<file path="src/include/kaw_pkg.sv">
/*
 * constants, packed carriers and timing counts for the keypad / atx / watchdog
 * command handler. assumes a 125 MHz module clock and an upstream framer that
 * hands over whole, crc-checked command packets.
 */
// Operation
// - command 0x17 data 1 drives first gpio high while a key event waits; 0 releases it
// - poll command 0x18 answers held, pressed-since and released-since key masks
// - key weights: up 01, confirm 02, abort 04, west 08, east 10, south 20
// - atx command 0x1c takes one to three bytes; first byte is function mask
// - optional second atx byte sets power pulse in 1/32 s units, default one second
// - optional third atx byte picks sense: 0 second gpio, 1 supply rail
// - reset enabled, host up, confirm held 4 s: 1 s reset pulse, lock, self reset
// - power-on enabled, host down, confirm 0.25 s: power pulse, message, self reset
// - power-off enabled, host up, abort held 4 s: power pulse, extend up to 5 s
// - blank-when-host-down set: blank display and backlight while sense is low
// - reset and power lines float when idle, driven only during a pulse
// - pulses drive low unless invert bits set; auto polarity overrides both bits
// - watchdog 0x1d: 0 disables, 1-255 resets host unless refed in time
// - watchdog off after power-up; host enables atx before relying on it
// - debug 0x1e answers 15 bytes with atx, watchdog, contrast and backlight
// - command 0x1f writes 1-16 characters at given column and row
// - command 0x21 sets 7-bit slave address 0-127, default 0x2a
// - up and down held together 4 s shows the current address
package kaw_pkg;

	// ==========================================================
	// command codes
	localparam logic [7:0] CMD_KEYFLAG = 8'h17;
	localparam logic [7:0] CMD_POLL    = 8'h18;
	localparam logic [7:0] CMD_ATX     = 8'h1c;
	localparam logic [7:0] CMD_WDOG    = 8'h1d;
	localparam logic [7:0] CMD_DEBUG   = 8'h1e;
	localparam logic [7:0] CMD_TEXT    = 8'h1f;
	localparam logic [7:0] CMD_ADDR    = 8'h21;
	localparam logic [7:0] ACK_BIT     = 8'h40;
	localparam logic [4:0] DEBUG_LEN   = 5'h0f;
	localparam logic [4:0] POLL_LEN    = 5'h03;

	// ==========================================================
	// key bit positions
	localparam int KEY_UP_BIT      = 0;
	localparam int KEY_CONFIRM_BIT = 1;
	localparam int KEY_ABORT_BIT   = 2;
	localparam int KEY_WEST_BIT    = 3;
	localparam int KEY_EAST_BIT    = 4;
	localparam int KEY_SOUTH_BIT   = 5;

	// ==========================================================
	// atx function mask bits
	localparam int ATX_AUTO_POL_BIT     = 0;
	localparam int ATX_RST_INV_BIT      = 1;
	localparam int ATX_PWR_INV_BIT      = 2;
	localparam int BLANK_WHEN_HOST_DOWN = 4;
	localparam int ATX_KP_RESET_BIT     = 5;
	localparam int ATX_KP_PWRON_BIT     = 6;
	localparam int ATX_KP_PWROFF_BIT    = 7;

	// ==========================================================
	// reset values
	localparam logic [7:0] ATX_MASK_RST   = 8'h00;
	localparam logic       SENSE_SRC_RST  = 1'b1;
	localparam logic [6:0] SLAVE_ADDR_RST = 7'h2a;

	// ==========================================================
	// timing: everything slow is counted in 1/32 s ticks
	localparam int unsigned CLK_MHZ         = 125;
	localparam int unsigned TICK_PERIOD_US  = 31250;
	localparam int unsigned TICK_CYCLES_DEF = CLK_MHZ * TICK_PERIOD_US;
	localparam int unsigned HOLD_LONG_MS    = 4000;
	localparam int unsigned PRESS_SHORT_MS  = 250;
	localparam int unsigned RST_PULSE_MS    = 1000;
	localparam int unsigned EXT_MAX_MS      = 5000;
	localparam logic [7:0] HOLD_LONG_TICKS  = 8'(HOLD_LONG_MS * 1000 / TICK_PERIOD_US);
	localparam logic [7:0] PRESS_SHORT_TICKS = 8'(PRESS_SHORT_MS * 1000 / TICK_PERIOD_US);
	localparam logic [8:0] RST_PULSE_TICKS  = 9'(RST_PULSE_MS * 1000 / TICK_PERIOD_US);
	localparam logic [8:0] EXT_MAX_TICKS    = 9'(EXT_MAX_MS * 1000 / TICK_PERIOD_US);
	localparam logic [4:0] TICKS_PER_SEC    = 5'h1f;

	// ==========================================================
	// carriers, states and messages
	typedef struct packed {
		logic [7:0]       typ;
		logic [4:0]       len;
		logic [17:0][7:0] data;
	} kaw_cmd_t;

	typedef struct packed {
		logic [7:0]       typ;
		logic [4:0]       len;
		logic [14:0][7:0] data;
	} kaw_rsp_t;

	typedef struct packed {
		logic [3:0]       col;
		logic             row;
		logic [4:0]       cnt;
		logic [15:0][7:0] text;
	} kaw_disp_t;

	typedef enum logic [3:0] {
		ST_IDLE = 4'b0001,
		ST_RST  = 4'b0010,
		ST_PWR  = 4'b0100,
		ST_EXT  = 4'b1000
	} kaw_state_t;

	typedef enum logic [2:0] {
		MSG_NONE   = 3'h0,
		MSG_RESET  = 3'h1,
		MSG_PWRON  = 3'h2,
		MSG_PWROFF = 3'h3,
		MSG_ADDR   = 3'h4
	} kaw_msg_t;

endpackage

</file>
<file path="src/rtl/kaw_cmd_top.sv">
/*
 * keypad, atx switch and host watchdog command handler.
 * assumes: command packets arrive whole on mclk from the framer, one-cycle
 * cmd_valid; answers go back the same way; keys, sense and line levels are pins.
 */
`timescale 1ns/1ps
module kaw_cmd_top #(
	parameter int unsigned TICK_CYCLES = kaw_pkg::TICK_CYCLES_DEF
) (
	input  wire logic              mclk,            // module clock
	input  wire logic              reset_n,         // async reset
	input  wire logic              cmd_valid,       // packet strobe
	input  wire kaw_pkg::kaw_cmd_t cmd,             // packet
	output logic                   rsp_valid,       // answer strobe
	output kaw_pkg::kaw_rsp_t      rsp,             // answer packet
	output logic                   disp_wr,         // text write strobe
	output kaw_pkg::kaw_disp_t     disp,            // text write
	input  wire logic [5:0]        keys_in,         // keys, high = pressed
	input  wire logic              sense_gpio_in,   // second gpio sense
	input  wire logic              sense_rail_in,   // supply-rail sense
	input  wire logic              rst_line_in,     // reset line level
	input  wire logic              pwr_line_in,     // power line level
	output logic                   rst_line_out,    // reset drive level
	output logic                   rst_line_oe_n,   // reset drive enable
	output logic                   pwr_line_out,    // power drive level
	output logic                   pwr_line_oe_n,   // power drive enable
	output logic                   key_flag_out,    // first gpio level
	output logic                   key_flag_oe_n,   // first gpio enable
	input  wire logic [7:0]        user_contrast,   // debug byte 9
	input  wire logic [7:0]        compat_contrast, // debug byte 13
	input  wire logic [7:0]        key_backlight,   // debug byte 10
	input  wire logic [7:0]        lcd_backlight,   // debug byte 14
	output logic                   blank_display,   // blank screen
	output logic                   backlight_off,   // backlight off
	output logic [2:0]             msg_code,        // message shown
	output logic                   cmd_locked,      // commands ignored
	output logic                   self_reset,      // self reset pulse
	output logic [6:0]             slave_addr       // bus address
);
	import kaw_pkg::*;

	// ==========================================================
	// pin synchronisers
	localparam int SW = 10;
	logic [SW-1:0] sy1_reg, sy2_reg;
	always_ff @(posedge mclk or negedge reset_n) begin
		if (!reset_n) begin
			sy1_reg <= '0;
			sy2_reg <= '0;
		end else begin
			sy1_reg <= {keys_in, sense_gpio_in, sense_rail_in, rst_line_in, pwr_line_in};
			sy2_reg <= sy1_reg;
		end
	end
	logic [5:0] ks;
	logic       s_gpio, s_rail, s_rst, s_pwr;
	assign {ks, s_gpio, s_rail, s_rst, s_pwr} = sy2_reg;

	// ==========================================================
	// tick, key history and hold timers
	localparam int TW = $clog2(TICK_CYCLES);
	logic [TW-1:0] tick_reg, tick_next;
	logic [5:0]    held_reg, held_next, prs_reg, prs_next, rel_reg, rel_next;
	logic [7:0]    hc_reg, hc_next, ha_reg, ha_next, hu_reg, hu_next;
	logic          tick, poll_clr, both_ud;

	assign tick    = (tick_reg == TW'(TICK_CYCLES - 1));
	assign both_ud = ks[KEY_UP_BIT] & ks[KEY_SOUTH_BIT];

	always_comb begin
		tick_next = tick ? '0 : tick_reg + 1'b1;
		held_next = ks;
		// a fresh edge in the clearing cycle survives the clear
		prs_next  = (prs_reg & ~{6{poll_clr}}) | (ks & ~held_reg);
		rel_next  = (rel_reg & ~{6{poll_clr}}) | (~ks & held_reg);
		hc_next   = !ks[KEY_CONFIRM_BIT] ? '0 : (tick && hc_reg != 8'hff) ? hc_reg + 1'b1 : hc_reg;
		ha_next   = !ks[KEY_ABORT_BIT] ? '0 : (tick && ha_reg != 8'hff) ? ha_reg + 1'b1 : ha_reg;
		hu_next   = !both_ud ? '0 : (tick && hu_reg != 8'hff) ? hu_reg + 1'b1 : hu_reg;
	end

	always_ff @(posedge mclk or negedge reset_n) begin
		if (!reset_n) begin
			tick_reg <= '0;
			held_reg <= '0;
			prs_reg  <= '0;
			rel_reg  <= '0;
			hc_reg   <= '0;
			ha_reg   <= '0;
			hu_reg   <= '0;
		end else begin
			tick_reg <= tick_next;
			held_reg <= held_next;
			prs_reg  <= prs_next;
			rel_reg  <= rel_next;
			hc_reg   <= hc_next;
			ha_reg   <= ha_next;
			hu_reg   <= hu_next;
		end
	end

	// hold events fire once, on the tick that reaches the threshold
	logic ev_conf_long, ev_conf_short, ev_abort_long, ev_ud_long;
	assign ev_conf_long  = tick && ks[KEY_CONFIRM_BIT] && hc_reg == HOLD_LONG_TICKS - 8'h01;
	assign ev_conf_short = tick && ks[KEY_CONFIRM_BIT] && hc_reg == PRESS_SHORT_TICKS - 8'h01;
	assign ev_abort_long = tick && ks[KEY_ABORT_BIT] && ha_reg == HOLD_LONG_TICKS - 8'h01;
	assign ev_ud_long    = tick && both_ud && hu_reg == HOLD_LONG_TICKS - 8'h01;

	// ==========================================================
	// command decode, atx sequencer and watchdog
	kaw_state_t state_reg, state_next;
	logic       self_after_reg, self_after_next, kr_en_reg, kr_en_next, src_reg, src_next;
	logic [7:0] mask_reg, mask_next, plen_reg, plen_next, wd_reg, wd_next;
	logic [4:0] wsec_reg, wsec_next;
	logic [8:0] pcnt_reg, pcnt_next;
	logic [6:0] addr_reg, addr_next;
	logic       rlvl_reg, rlvl_next, plvl_reg, plvl_next, show_addr_reg, show_addr_next;
	logic       rspv_next, dispv_next, self_next, sense, accept, wd_load;
	kaw_rsp_t   rsp_next;
	kaw_disp_t  disp_next;
	kaw_msg_t   msg_next;

	assign sense  = src_reg ? s_rail : s_gpio;
	// nothing is taken while the self reset wipes the state
	assign accept = cmd_valid && !self_reset &&
		!(self_after_reg && state_reg != ST_IDLE);

	always_comb begin
		state_next      = state_reg;
		self_after_next = self_after_reg;
		kr_en_next      = kr_en_reg;
		src_next        = src_reg;
		mask_next       = mask_reg;
		plen_next       = plen_reg;
		wd_next         = wd_reg;
		wsec_next       = wsec_reg;
		pcnt_next       = pcnt_reg;
		addr_next       = addr_reg;
		rlvl_next       = rlvl_reg;
		plvl_next       = plvl_reg;
		rspv_next       = 1'b0;
		rsp_next        = '0;
		dispv_next      = 1'b0;
		disp_next       = '0;
		self_next       = 1'b0;
		poll_clr        = 1'b0;
		wd_load         = 1'b0;
		show_addr_next  = show_addr_reg ? both_ud : ev_ud_long;
		rsp_next.typ    = cmd.typ | ACK_BIT;

		if (accept) begin
			unique case (cmd.typ)
				CMD_KEYFLAG: if (cmd.len == 5'h01 && cmd.data[0] <= 8'h01) begin
					kr_en_next = cmd.data[0][0];
					rspv_next  = 1'b1;
				end
				CMD_POLL: if (cmd.len == 5'h00) begin
					rsp_next.len     = POLL_LEN;
					rsp_next.data[0] = {2'b00, held_reg};
					rsp_next.data[1] = {2'b00, prs_reg};
					rsp_next.data[2] = {2'b00, rel_reg};
					poll_clr         = 1'b1;
					rspv_next        = 1'b1;
				end
				CMD_ATX: if (cmd.len >= 5'h01 && cmd.len <= 5'h03) begin
					mask_next = cmd.data[0];
					// a missing or zero length byte means one second
					plen_next = (cmd.len >= 5'h02 && cmd.data[1] != 8'h00) ?
						cmd.data[1] : 8'(RST_PULSE_TICKS);
					if (cmd.len == 5'h03 && cmd.data[2] <= 8'h01)
						src_next = cmd.data[2][0];
					rspv_next = 1'b1;
				end
				CMD_WDOG: if (cmd.len == 5'h01) begin
					wd_next   = cmd.data[0];
					wsec_next = '0;
					wd_load   = 1'b1;
					rspv_next = 1'b1;
				end
				CMD_DEBUG: if (cmd.len == 5'h00) begin
					rsp_next.typ      = CMD_DEBUG;
					rsp_next.len      = DEBUG_LEN;
					rsp_next.data[7]  = mask_reg;
					rsp_next.data[8]  = wd_reg;
					rsp_next.data[9]  = user_contrast;
					rsp_next.data[10] = key_backlight;
					rsp_next.data[11] = {7'h00, src_reg};
					rsp_next.data[13] = compat_contrast;
					rsp_next.data[14] = lcd_backlight;
					rspv_next         = 1'b1;
				end
				CMD_TEXT: if (cmd.len >= 5'h03 && cmd.len <= 5'h12 &&
						cmd.data[0] <= 8'h0f && cmd.data[1] <= 8'h01) begin
					disp_next.col  = cmd.data[0][3:0];
					disp_next.row  = cmd.data[1][0];
					disp_next.cnt  = cmd.len - 5'h02;
					disp_next.text = cmd.data[17:2];
					dispv_next     = 1'b1;
					rspv_next      = 1'b1;
				end
				CMD_ADDR: if (cmd.len == 5'h01 && cmd.data[0] <= 8'h7f) begin
					addr_next = cmd.data[0][6:0];
					rspv_next = 1'b1;
				end
				default: ;
			endcase
		end

		// watchdog counts whole seconds; a feed in the same cycle wins
		if (!wd_load && wd_reg != 8'h00 && tick) begin
			wsec_next = wsec_reg + 5'h01;
			if (wsec_reg == TICKS_PER_SEC) begin
				wd_next = wd_reg - 8'h01;
			end
		end

		// pulses latch their level at start; auto polarity drives against the idle level
		unique case (state_reg)
			ST_IDLE: begin
				pcnt_next = '0;
				rlvl_next = mask_reg[ATX_AUTO_POL_BIT] ? ~s_rst : mask_reg[ATX_RST_INV_BIT];
				plvl_next = mask_reg[ATX_AUTO_POL_BIT] ? ~s_pwr : mask_reg[ATX_PWR_INV_BIT];
				if (mask_reg[ATX_KP_RESET_BIT] && sense && ev_conf_long) begin
					state_next      = ST_RST;
					self_after_next = 1'b1;
				end else if (mask_reg[ATX_KP_PWRON_BIT] && !sense && ev_conf_short) begin
					state_next      = ST_PWR;
					self_after_next = 1'b1;
				end else if (mask_reg[ATX_KP_PWROFF_BIT] && sense && ev_abort_long) begin
					state_next      = ST_PWR;
					self_after_next = 1'b0;
				end else if (!wd_load && wd_reg == 8'h01 && tick && wsec_reg == TICKS_PER_SEC) begin
					state_next      = ST_RST;
					self_after_next = 1'b0;
				end
			end
			ST_RST: begin
				pcnt_next = pcnt_reg + (tick ? 9'h001 : 9'h000);
				if (tick && pcnt_reg == RST_PULSE_TICKS - 9'h001) begin
					state_next = ST_IDLE;
					self_next  = self_after_reg;
				end
			end
			ST_PWR: begin
				pcnt_next = pcnt_reg + (tick ? 9'h001 : 9'h000);
				if (tick && pcnt_reg == {1'b0, plen_reg} - 9'h001) begin
					pcnt_next = '0;
					if (!self_after_reg && ks[KEY_ABORT_BIT]) begin
						state_next = ST_EXT;
					end else begin
						state_next = ST_IDLE;
						self_next  = self_after_reg;
					end
				end
			end
			ST_EXT: begin
				pcnt_next = pcnt_reg + (tick ? 9'h001 : 9'h000);
				if (!ks[KEY_ABORT_BIT] || (tick && pcnt_reg == EXT_MAX_TICKS - 9'h001))
					state_next = ST_IDLE;
			end
		endcase

		// message follows the next state so it lines up with the line drive
		if (self_after_next && state_next == ST_RST)
			msg_next = MSG_RESET;
		else if (self_after_next && state_next == ST_PWR)
			msg_next = MSG_PWRON;
		else if (state_next == ST_PWR || state_next == ST_EXT)
			msg_next = MSG_PWROFF;
		else if (show_addr_next)
			msg_next = MSG_ADDR;
		else
			msg_next = MSG_NONE;

		// a self reset loads power-up values; keeps the async reset branch pure
		if (self_reset) begin
			state_next      = ST_IDLE;
			self_after_next = 1'b0;
			kr_en_next      = 1'b0;
			src_next        = SENSE_SRC_RST;
			mask_next       = ATX_MASK_RST;
			plen_next       = 8'(RST_PULSE_TICKS);
			wd_next         = 8'h00;
			wsec_next       = '0;
			pcnt_next       = '0;
			addr_next       = SLAVE_ADDR_RST;
			rlvl_next       = 1'b0;
			plvl_next       = 1'b0;
			show_addr_next  = 1'b0;
			rspv_next       = 1'b0;
			rsp_next        = '0;
			dispv_next      = 1'b0;
			disp_next       = '0;
			self_next       = 1'b0;
			msg_next        = MSG_NONE;
		end
	end

	// ==========================================================
	// state registers; a self reset restores power-up values, watchdog off
	always_ff @(posedge mclk or negedge reset_n) begin
		if (!reset_n) begin
			state_reg      <= ST_IDLE;
			self_after_reg <= 1'b0;
			kr_en_reg      <= 1'b0;
			src_reg        <= SENSE_SRC_RST;
			mask_reg       <= ATX_MASK_RST;
			plen_reg       <= 8'(RST_PULSE_TICKS);
			wd_reg         <= 8'h00;
			wsec_reg       <= '0;
			pcnt_reg       <= '0;
			addr_reg       <= SLAVE_ADDR_RST;
			rlvl_reg       <= 1'b0;
			plvl_reg       <= 1'b0;
			show_addr_reg  <= 1'b0;
			rsp_valid      <= 1'b0;
			rsp            <= '0;
			disp_wr        <= 1'b0;
			disp           <= '0;
			rst_line_out   <= 1'b0;
			rst_line_oe_n  <= 1'b1;
			pwr_line_out   <= 1'b0;
			pwr_line_oe_n  <= 1'b1;
			key_flag_out   <= 1'b0;
			key_flag_oe_n  <= 1'b1;
			blank_display  <= 1'b0;
			backlight_off  <= 1'b0;
			msg_code       <= MSG_NONE;
			cmd_locked     <= 1'b0;
			self_reset     <= 1'b0;
			slave_addr     <= SLAVE_ADDR_RST;
		end else begin
			state_reg      <= state_next;
			self_after_reg <= self_after_next;
			kr_en_reg      <= kr_en_next;
			src_reg        <= src_next;
			mask_reg       <= mask_next;
			plen_reg       <= plen_next;
			wd_reg         <= wd_next;
			wsec_reg       <= wsec_next;
			pcnt_reg       <= pcnt_next;
			addr_reg       <= addr_next;
			rlvl_reg       <= rlvl_next;
			plvl_reg       <= plvl_next;
			show_addr_reg  <= show_addr_next;
			rsp_valid      <= rspv_next;
			rsp            <= rsp_next;
			disp_wr        <= dispv_next;
			disp           <= disp_next;
			rst_line_out   <= rlvl_next;
			rst_line_oe_n  <= (state_next != ST_RST);
			pwr_line_out   <= plvl_next;
			pwr_line_oe_n  <= !(state_next == ST_PWR || state_next == ST_EXT);
			key_flag_out   <= |(prs_next | rel_next);
			key_flag_oe_n  <= !kr_en_next;
			blank_display  <= mask_next[BLANK_WHEN_HOST_DOWN] && !sense;
			backlight_off  <= mask_next[BLANK_WHEN_HOST_DOWN] && !sense;
			msg_code       <= msg_next;
			cmd_locked     <= (self_after_next && state_next != ST_IDLE) || self_next;
			self_reset     <= self_next;
			slave_addr     <= addr_next;
		end
	end
endmodule

</file>
<file path="config.mk">
export PLATFORM = sky130hd
export DESIGN_NAME = kaw_cmd_top
export DESIGN_NICKNAME = d
export VERILOG_FILES = /design/src/include/kaw_pkg.sv /design/src/rtl/kaw_cmd_top.sv
export SDC_FILE = /design/constraint.sdc
export NUM_CORES = 1
export LEC_CHECK = 0
export ABC_AREA = 1
export CAP_MARGIN = 5
export CORE_AREA = 2 2 193 195
export CTS_CLUSTER_DIAMETER = 60
export DETAILED_ROUTE_END_ITERATION = 10
export DIE_AREA = 0 0 195 197
export DONT_BUFFER_PORTS = 1
export PLACE_DENSITY = 0.65
export SYNTH_ARGS = -nofsm -noshare
export SYNTH_HDL_FRONTEND = slang
export SYNTH_SLANG_ARGS = --single-unit
export TNS_END_PERCENT = 100
</file>
<file path="constraint.sdc">
create_clock -name mclk -period 5.4 [get_ports mclk]
set_input_delay 0.54 -clock mclk [delete_from_list [all_inputs] [get_ports mclk]]
set_output_delay 0.54 -clock mclk [all_outputs]
set_load 0.02 [all_outputs]
</file>
# [After elaboration in Yosys (flattened, before gate mapping)]
# Cells that the tools add are included.
[classes] n_reduce_logical=72 eq_ne=37 multipliers=0 addsub=9 magnitude_cmp=10 mux=112 shifts=0 n_div=0 bitwise_logic=13
[op_table] operator="138-bit two-way mux" n=4
[op_table] operator="8-bit two-way mux" n=22
[op_table] operator="133-bit two-way mux" n=1
[op_table] operator="33-bit two-way mux" n=3
[op_table] operator="22-bit two-way mux" n=4
[op_table] operator="29-bit two-way mux" n=2
[op_table] operator="8-bit by 5-bit == test with 1-bit output (second input constant)" n=6
[op_table] operator="1-bit two-way mux" n=44
[op_table] operator="1-bit logical AND" n=40
[op_table] operator="4-bit two-way mux" n=9
[op_table] operator="7-bit two-way mux" n=4
[op_table] operator="9-bit case mux with 3 select lines" n=1
[op_table] operator="5-bit two-way mux" n=5
[op_table] operator="8-bit by 1-bit adder with 8-bit output (second input constant)" n=3
[op_table] operator="6-bit bitwise AND" n=4
[op_table] operator="8-bit by 7-bit == test with 1-bit output (second input constant)" n=3
[op_table] operator="8-bit by 1-bit <= comparator with 1-bit output (second input constant)" n=3
[op_table] operator="8-bit != test (second input constant)" n=3
[op_table] operator="22-bit by 1-bit adder with 22-bit output (second input constant)" n=1
[op_table] operator="22-bit == test (second input constant)" n=1
[op_table] operator="9-bit two-way mux" n=2
[op_table] operator="6-bit NOT" n=3
[op_table] operator="6-bit bitwise OR" n=3
[op_table] operator="16-bit two-way mux" n=1
[op_table] operator="other kinds (45)" n=81
[word_totals] mem_count=0 latchBits=0 rom_bits=0 wordCells=322 in_bits=202 ramBits=0 ff_bits=422

# [Logic depth before layout (Yosys ltp)]
# Gate-level depths: netlist (run 1).
[logic_depth] depth_word=20 depth_mapped=19 ltp_nobuf=19

# [Least setup slack after synthesis (run 1)]
# OpenSTA, ideal clock, no wires.
[synth_path] path_kind="register to register" from="register tick_reg[1]" to="register pcnt_reg[7]" synth_period_minus_slack_ns=2.182 setup_time_ns=0.126 arrival_ns=2.057 path_stages_with_launch=18 slack_ns=3.218 t_required_ns=5.274 cell_sequence="dfrtp_1 -> inv_1 -> ha_1 -> nand2_1 -> inv_1 -> nand2_1 -> nor2_4 -> nand3_4 -> inv_2 -> buf_6 -> ha_1 -> nand3_1 -> nor2_1 -> inv_1 -> nor3_1 -> nand2_1 -> xor2_1 -> nor2_1"
[synth_between] elab_chain_cells=6
[synth_rtl] item="from (decl)" line_no="kaw_cmd_top.sv:62" rtl="logic [TW-1:0] tick_reg, tick_next;"
[synth_rtl] item="from (signal assigned)" line_no="kaw_cmd_top.sv:91" rtl="tick_reg <= tick_next;"
[synth_rtl] item="22-bit == test (*)" line_no="kaw_cmd_top.sv:67" rtl="assign tick = (tick_reg == TW'(TICK_CYCLES - 1));"
[synth_rtl] item="1-bit two-way mux" line_no="kaw_cmd_top.sv:237, kaw_cmd_top.sv:244, kaw_cmd_top.sv:256"
[synth_rtl] item="9-bit by 1-bit adder with 9-bit output" line_no="kaw_cmd_top.sv:237, kaw_cmd_top.sv:244, kaw_cmd_top.sv:256"
[synth_rtl] item="9-bit two-way mux" line_no="kaw_cmd_top.sv:245" rtl="if (tick && pcnt_reg == {1'b0, plen_reg} - 9'h001) begin"
[synth_rtl] item="9-bit case mux with 3 select lines (*)" line_no="kaw_cmd_top.sv:217" rtl="unique case (state_reg)"
[synth_rtl] item="9-bit two-way mux (*)" line_no="kaw_cmd_top.sv:275" rtl="if (self_reset) begin"
[synth_rtl] item="net pcnt_next[7]" line_no="kaw_cmd_top.sv:114" rtl="logic [8:0] pcnt_reg, pcnt_next;"
[synth_rtl] item="to (signal assigned)" line_no="kaw_cmd_top.sv:340" rtl="pcnt_reg <= pcnt_next;"
[synth_rtl] item="to (decl)" line_no="kaw_cmd_top.sv:114"
# Mark *: on every way through the listed nets, which the timed path passes. The rest lies on a longest branch.
# A chain may end at the register's enable or synchronous reset.

# [Worst setup path after layout (run 1)]
[layout_path] from="register state_reg[0]" to="register key_flag_out"
[layout_between] elab_chain_cells=10
[layout_rtl] item="from (decl)" line_no="kaw_cmd_top.sv:110" rtl="kaw_state_t state_reg, state_next;"
[layout_rtl] item="from (signal assigned)" line_no="kaw_cmd_top.sv:332" rtl="state_reg <= state_next;"
[layout_rtl] item="4-bit by 1-bit != test with 1-bit output" line_no="kaw_cmd_top.sv:125" rtl="!(self_after_reg && state_reg != ST_IDLE);"
[layout_rtl] item="1-bit logical AND" line_no="kaw_cmd_top.sv:125"
[layout_rtl] item="1-bit logical NOT" line_no="kaw_cmd_top.sv:125"
[layout_rtl] item="1-bit logical AND" line_no="kaw_cmd_top.sv:124" rtl="assign accept = cmd_valid && !self_reset &&"
[layout_rtl] item="1-bit two-way mux" line_no="kaw_cmd_top.sv:150" rtl="if (accept) begin"
[layout_rtl] item="6-bit NOT" line_no="kaw_cmd_top.sv:75" rtl="rel_next = (rel_reg & ~{6{poll_clr}}) | (~ks & held_reg);"
[layout_rtl] item="6-bit bitwise AND" line_no="kaw_cmd_top.sv:75"
[layout_rtl] item="6-bit bitwise OR" line_no="kaw_cmd_top.sv:75"
[layout_rtl] item="net rel_next[4]" line_no="kaw_cmd_top.sv:63" rtl="logic [5:0] held_reg, held_next, prs_reg, prs_next, rel_reg, rel_next;"
[layout_rtl] item="6-bit bitwise OR" line_no="kaw_cmd_top.sv:353" rtl="key_flag_out <= |(prs_next | rel_next);"
[layout_rtl] item="6-bit OR reduction" line_no="kaw_cmd_top.sv:353"
[layout_rtl] item="to (signal assigned)" line_no="kaw_cmd_top.sv:353"
[layout_rtl] item="to (decl)" line_no="kaw_cmd_top.sv:27" rtl="output logic key_flag_out,"
# The timed path passes the listed nets, and every way through them passes these cells.

==> results.ini, run 1 <==
[timing]
fin_setup_tns_ps=0
fin_crit_sh_pct=52.28
skew_ps=20.29
slew_headroom_pct=36.76
rsz0062_at_grt=false
timing.hold.ws_ps=-294.2
worstMarginPinSlew_ps=948.7
min_period_ps=2823
slew_viol_final=0
fin_ws_ps=2577
hold_viol_final=358
finalSetupViolCount=0
clock.fmax_ghz=0.3542

[setup_path]
critical_path.max_stage_delay_ps=560
r2r_cells=11
cp_cell_sequence=inv_2 -> nor2_2 -> nand2_1 -> a21oi_4 -> nand3_2 -> nor2_2 -> inv_1 -> a21oi_1 -> inv_1 -> nor4_1 -> nand3_1
worstPathMaxFanout=20
worstSetupStartpointType=flop
cp_slowest_cell=dfstp_2
worstSetupPathType=flop to flop
crit_required_ps=5810
end_kind=flop
arrival_ps=3240

[die]
die_h_um=197
start_util_pct=41.87
rows=70
core_area_um2=36260
die_x_um=195
ios=495
dieArea_um2=38420

[detailed_routing]
drc=0
antenna_left=0
drtIter0Drc=630
routed_via_density=4.865
vias=10560
wl_per_cell_um=20.12
drtPass1Iterations=5
totalWireLength_um=43660

[clocking]
postCtsSetupBuffers=0
post_cts_resize_count=0
postCtsHoldBufs=10
clk_latency_ps=550
tritoncts=done
cts_max_level=2
cts_sinks=366
root_buffer=clkbuf_16
cts_made_buffers=41
path_clk_slew_ps=60
clock_path_buffers=3

[power_and_ir_drop]
peakVddDrop_mv=0.2564
p_total_mw=5.902
p_per_area_nw_per_um2=347.4
leakagePower_nw=9.308

[synthesis]
async_reset_ff_share_pct=100.0
syn_avg_cell_area_um2=9.196
yosys_warnings=0
synth_seq_area_share_pct=60.40
ys_ff_latch=366
synthCells=1651
yosysUniqueCellTypes=56
synthesis.area_um2=15180
synth-edff-count=0
ys.flop_type=dfrtp_1

[final_layout]
largest_reg_flops=138
n_antenna_cell=0
layout_commonest_cell=dfrtp_1
fin_nets=1885
final_cell_area_um2=16990
final_cell_mix=dfrtp_1 (357), inv_1 (352), nor2_1 (318)
layout-drive-gt1-share_pct=8.519
area_delta_synth_final_pct=11.89

[global_routing]
grt_pass1_vias=10390
grt_max_degree=367
antenna_found_initial=1
grt-ovfl-total=0
grt_pass1_wl_um=63800
grt_use_total_pct=22.43

[placement]
io_buffer_count=0
place_ws_ps=2543
place_area_um2=15400
hpwl_um=33470
gp_congestion=0.8706

[job]
drv_cap=0

[min_path]
hold_class=input port to async pin

[run_status]
violations=hold timing
status=complete, but fails checks

-- synthesized netlist by cell type (2+ instances only) --
library cell | n | area share (%)
buf_2 | 18 | 0.59
inv_2 | 13 | 0.32
o221a_2 | 2 | 0.15
xnor2_1 | 4 | 0.23
nor2_1 | 318 | 7.9
o21ai_1 | 3 | 0.099
o22ai_1 | 24 | 0.99
nor2_2 | 15 | 0.62
o21ai_0 | 36 | 1.2
buf_4 | 59 | 2.9
a211oi_1 | 16 | 0.79
nand3_2 | 3 | 0.20
a31oi_1 | 3 | 0.12
dfrtp_1 | 357 | 59
ha_1 | 14 | 1.2
xor2_1 | 10 | 0.58
nor3_2 | 2 | 0.13
nor3b_1 | 3 | 0.15
nand2_2 | 6 | 0.25
or2_2 | 5 | 0.21
nand4_1 | 26 | 1.1
clkbuf_1 | 11 | 0.27
nand2_1 | 180 | 4.5
inv_1 | 353 | 8.7
nor4_1 | 9 | 0.37
nand3b_1 | 2 | 0.099
nand3_1 | 54 | 1.8
o31ai_1 | 4 | 0.20
dfstp_2 | 9 | 1.6
o211ai_1 | 2 | 0.099
nor3_1 | 27 | 0.89
a21oi_1 | 34 | 1.1
nor2_4 | 3 | 0.22
a21oi_4 | 2 | 0.21
buf_1 | 3 | 0.074
-- layout make-up --
| class | count | area [um2] |
|---|---|---|
| multi-input combinational | 880 | 4240 |
| clock inverter | 18 | 252.7 |
| sequential | 366 | 9170 |
| fill | 3450 | 19270 |
| timing repair buffer | 14 | 130.1 |
| inverter | 366 | 1376 |
| tap | 468 | 585.6 |
| clock buffer | 58 | 1232 |
-- worst max-delay path: cells and delay by family (launching register included) --
family / cells / cell delay [ps]
buffers and inverters: 3 / 530
AO/OA/AOI/OAI: 2 / 500
AND/OR/NAND/NOR: 6 / 1070
flip-flops: 1 / 560
-- through the flow --
stage | cells | utilization, %
2_1_floorplan | 1704 | -
3_3_place_gp | 2084 | 42.48
3_5_place_dp | 2084 | 42.48
4_1_cts | 2170 | 46.85
5_1_grt | 2170 | 46.85
6_report | 2170 | 46.85
-- where the power goes --
part	internal, mW	switching (mW)	leakage, nW	total [mW]
Clock	1.85	1.15	0.728	3.00
Sequential	2.76	0.0208	4.83	2.78
Combinational	0.0301	0.0947	3.75	0.125
Total	4.64	1.27	9.31	5.90
-- worst paths after layout --
check                             start      endpoint  slack [ps]
min in group mclk              cmd[145]     disp[129]          50
max                        state_reg[0]  key_flag_out        2580
max in group asynchronous       reset_n      disp[10]        5190
min reg2reg                  sy1_reg[8]    sy2_reg[8]         350
min                             reset_n    cmd_locked        -290
max reg2reg                state_reg[0]  key_flag_out        2580
-- layer usage --
layer	up-vias	global-route usage [%]	routed length, um
li1	4939	-	-
met1	5159	28.36	17520
met2	387	36.12	21100
met3	71	7.170	3582
met4	2	8.538	1449
met5	-	0	10
-- cell families (layout without fill, tap and decap cells) --
kind of cell / after synthesis / count (layout) / synth area share, %
and+or+nand+nor: 661 / 661 / 18.90
muxes: 1 / 1 / 0.06593
DFF: 366 / 366 / 60.40
xor gates and xnor gates: 14 / 14 / 0.8076
buffers and inverters: 458 / 456 / 12.98
other: 1 / 54 / 0.02470
AOI/OAI and AO/OA: 136 / 136 / 5.670
adders and majority gates: 14 / 14 / 1.154
No activity file was read; power rests on OpenSTA's default activity.
==> run 2, diff against run 1 <==
- clock period: 5.4 -> 2.8 ns (I/O delays scaled with it)
==> results.ini, run 2 (synthesized netlist as in run 1, its figures left out) <==
[run_status]
status=complete, but fails checks
violations=hold timing

[global_routing]
grt_use_total_pct=24.93  ; +2.5 points
grt_max_degree=367  ; unchanged
grt-ovfl-total=0  ; unchanged
grt_pass1_vias=11630  ; +12%
grt_pass1_wl_um=71550  ; +12%
antenna_found_initial=4  ; +3

[timing]
rsz0062_at_grt=false
hold_viol_final=366  ; +2.2%
worstMarginPinSlew_ps=599.8  ; -348.8 ps
finalSetupViolCount=0  ; unchanged
min_period_ps=2444  ; -379.0 ps
slew_headroom_pct=60.01  ; +23 points
clock.fmax_ghz=0.4091  ; +16%
fin_setup_tns_ps=0  ; unchanged
timing.hold.ws_ps=-555.1  ; -260.9 ps
fin_crit_sh_pct=87.29  ; +35 points
skew_ps=23.67  ; +3.379 ps
slew_viol_final=0  ; unchanged

[detailed_routing]
routed_via_density=4.898  ; +0.67%
totalWireLength_um=48390  ; +11%
drc=0  ; unchanged
vias=11640  ; +10%
antenna_left=0  ; unchanged
drtIter0Drc=814  ; +29%
wl_per_cell_um=20.36  ; +1.2%
drtPass1Iterations=5  ; unchanged

[die]
die_h_um=197  ; unchanged
start_util_pct=41.87  ; unchanged
rows=70  ; unchanged
die_x_um=195  ; unchanged
core_area_um2=36260  ; unchanged
ios=495  ; unchanged
dieArea_um2=38420  ; unchanged

[setup_path]
end_kind=flop
crit_required_ps=3230  ; -2580 ps
r2r-start=state_reg[0]
worstPathMaxFanout=11  ; -45%
worstSetupPathType=flop to flop
timing.rr.end=key_flag_out
r2r_cells=11  ; unchanged
worstSetupStartpointType=flop
r2r_slack_ps=360  ; -2220 ps
arrival_ps=2870  ; -370 ps

[power_and_ir_drop]
switching_share_pct=22.27  ; +0.83 points
p_total_mw=11.50  ; +95%
leakagePower_nw=10.17  ; +9.3%
intPower_mw=8.936  ; +93%
p_switching_mw=2.560  ; +100%
combPwrFrac_pct=4.2  ; +2.1 points
power.share.clock_pct=49.2  ; -1.6 points
seq_power_share_pct=46.6  ; -0.5 points
p_per_area_nw_per_um2=605.8  ; +74%
peakVddDrop_mv=0.3807  ; +48%

[final_layout]
n_fill_cell=3210  ; -7.0%
multi_input_area_um2=4240  ; unchanged
largest_reg_flops=138  ; unchanged
fin_nets=2094  ; +11%
layout-drive-gt1-share_pct=9.067  ; +0.55 points
final-seq-area_um2=9170  ; unchanged
final_cell_mix=dfrtp_1 (357), inv_1 (352), nor2_1 (318)
layout_commonest_cell=dfrtp_1
area_delta_synth_final_pct=25.00

[clocking]
post_cts_resize_count=0  ; unchanged
clock_path_buffers=3  ; unchanged
postCtsHoldBufs=191  ; +181
clk_latency_ps=560  ; about the same
tritoncts=done
cts_made_buffers=41  ; unchanged
cts_sinks=366  ; unchanged
cts_max_level=2  ; unchanged
root_buffer=clkbuf_16
path_clk_slew_ps=60  ; about the same

[placement]
io_buffer_count=0  ; unchanged
hpwl_um=34710  ; +3.7%
gp_congestion=0.9026  ; +3.7%

[job]
drv_cap=0  ; unchanged

[min_path]
hold_class=input port to async pin

[run 2: cell types whose count changed in the layout (fill, tap and decap cells not counted), moves of 3 or more]
cell	before	now
dlygate4sd3_1	10	191
clkinvlp_4	2	5
clkbuf_1	5	2
buf_4	4	31
[run 2: area by class of cell]
class,count,share of cell area (%)
Antenna cell,1,0.01319
Clock buffer,53,6.230
Clock inverter,20,1.352
Inverter,366,7.252
Multi-Input combinational cell,880,22.34
Sequential cell,366,48.32
Tap cell,468,3.085
Timing Repair Buffer,223,11.41
[run 2: power groups by stage]
stage / Sequential, mW / Clock [mW] / Combinational, mW
floorplan: 5.45 / 0 / 0.239
global placement: 5.45 / 0 / 0.246
detailed placement: 5.45 / 0 / 0.248
CTS: 5.36 / 5.78 / 0.469
global route: 5.36 / 6.00 / 0.521
finish: 5.36 / 5.65 / 0.482
[run 2: routing by layer]
| layer | global-route usage [%] | share of wire, % | vias to the layer above |
|---|---|---|---|
| li1 | - | - | 5365 |
| met1 | 31.07 | 40 | 5706 |
| met2 | 41.40 | 49 | 481 |
| met3 | 7.101 | 7.9 | 85 |
| met4 | 9.330 | 3.3 | 6 |
| met5 | 0 | 0.064 | - |
[run 2: worst max-delay path, cell delays in order, from the launching register on]
cell and delay (ps):
dfstp_2 550, inv_2 40, nor2_2 60, nand2_1 140
a21oi_4 290, nand3_2 130, nor2_2 400, inv_1 180
a22oi_2 150, inv_1 80, nor4_1 180, nand3_1 110
[run 2: worst max-delay path by stage]
stage,slack (ps),to,start,depth (start not counted)
floorplan,620,pcnt_reg[7],tick_reg[1],17
global placement,380,key_flag_out,state_reg[0],11
detailed placement,360,key_flag_out,state_reg[0],9
CTS,340,key_flag_out,state_reg[0],9
global route,40,key_flag_out,state_reg[0],11
finish,360,key_flag_out,state_reg[0],11
[run 2: timing repair]
| action | in CTS | in global routing |
|---|---|---|
| buffers inserted | 0 | 0 |
| setup endpoints to repair | 0 | 0 |
| hold endpoints to repair | 566 | 366 |
[run 2: per-stage QoR]
| stage | setup slack (ps) | cells | utilization [%] | instance area, um2 |
|---|---|---|---|---|
| 6_report | 355.8 | 2377 | 52.34 | 18980 |
| 5_1_grt | 44.16 | 2377 | 52.34 | 18980 |
| 2_1_floorplan | 617.8 | 1704 | - | 15380 |
| 3_3_place_gp | 381.4 | 2112 | 43.09 | 15630 |
| 3_5_place_dp | 358.6 | 2112 | 43.09 | 15630 |
| 4_1_cts | 339.4 | 2376 | 52.33 | 18980 |
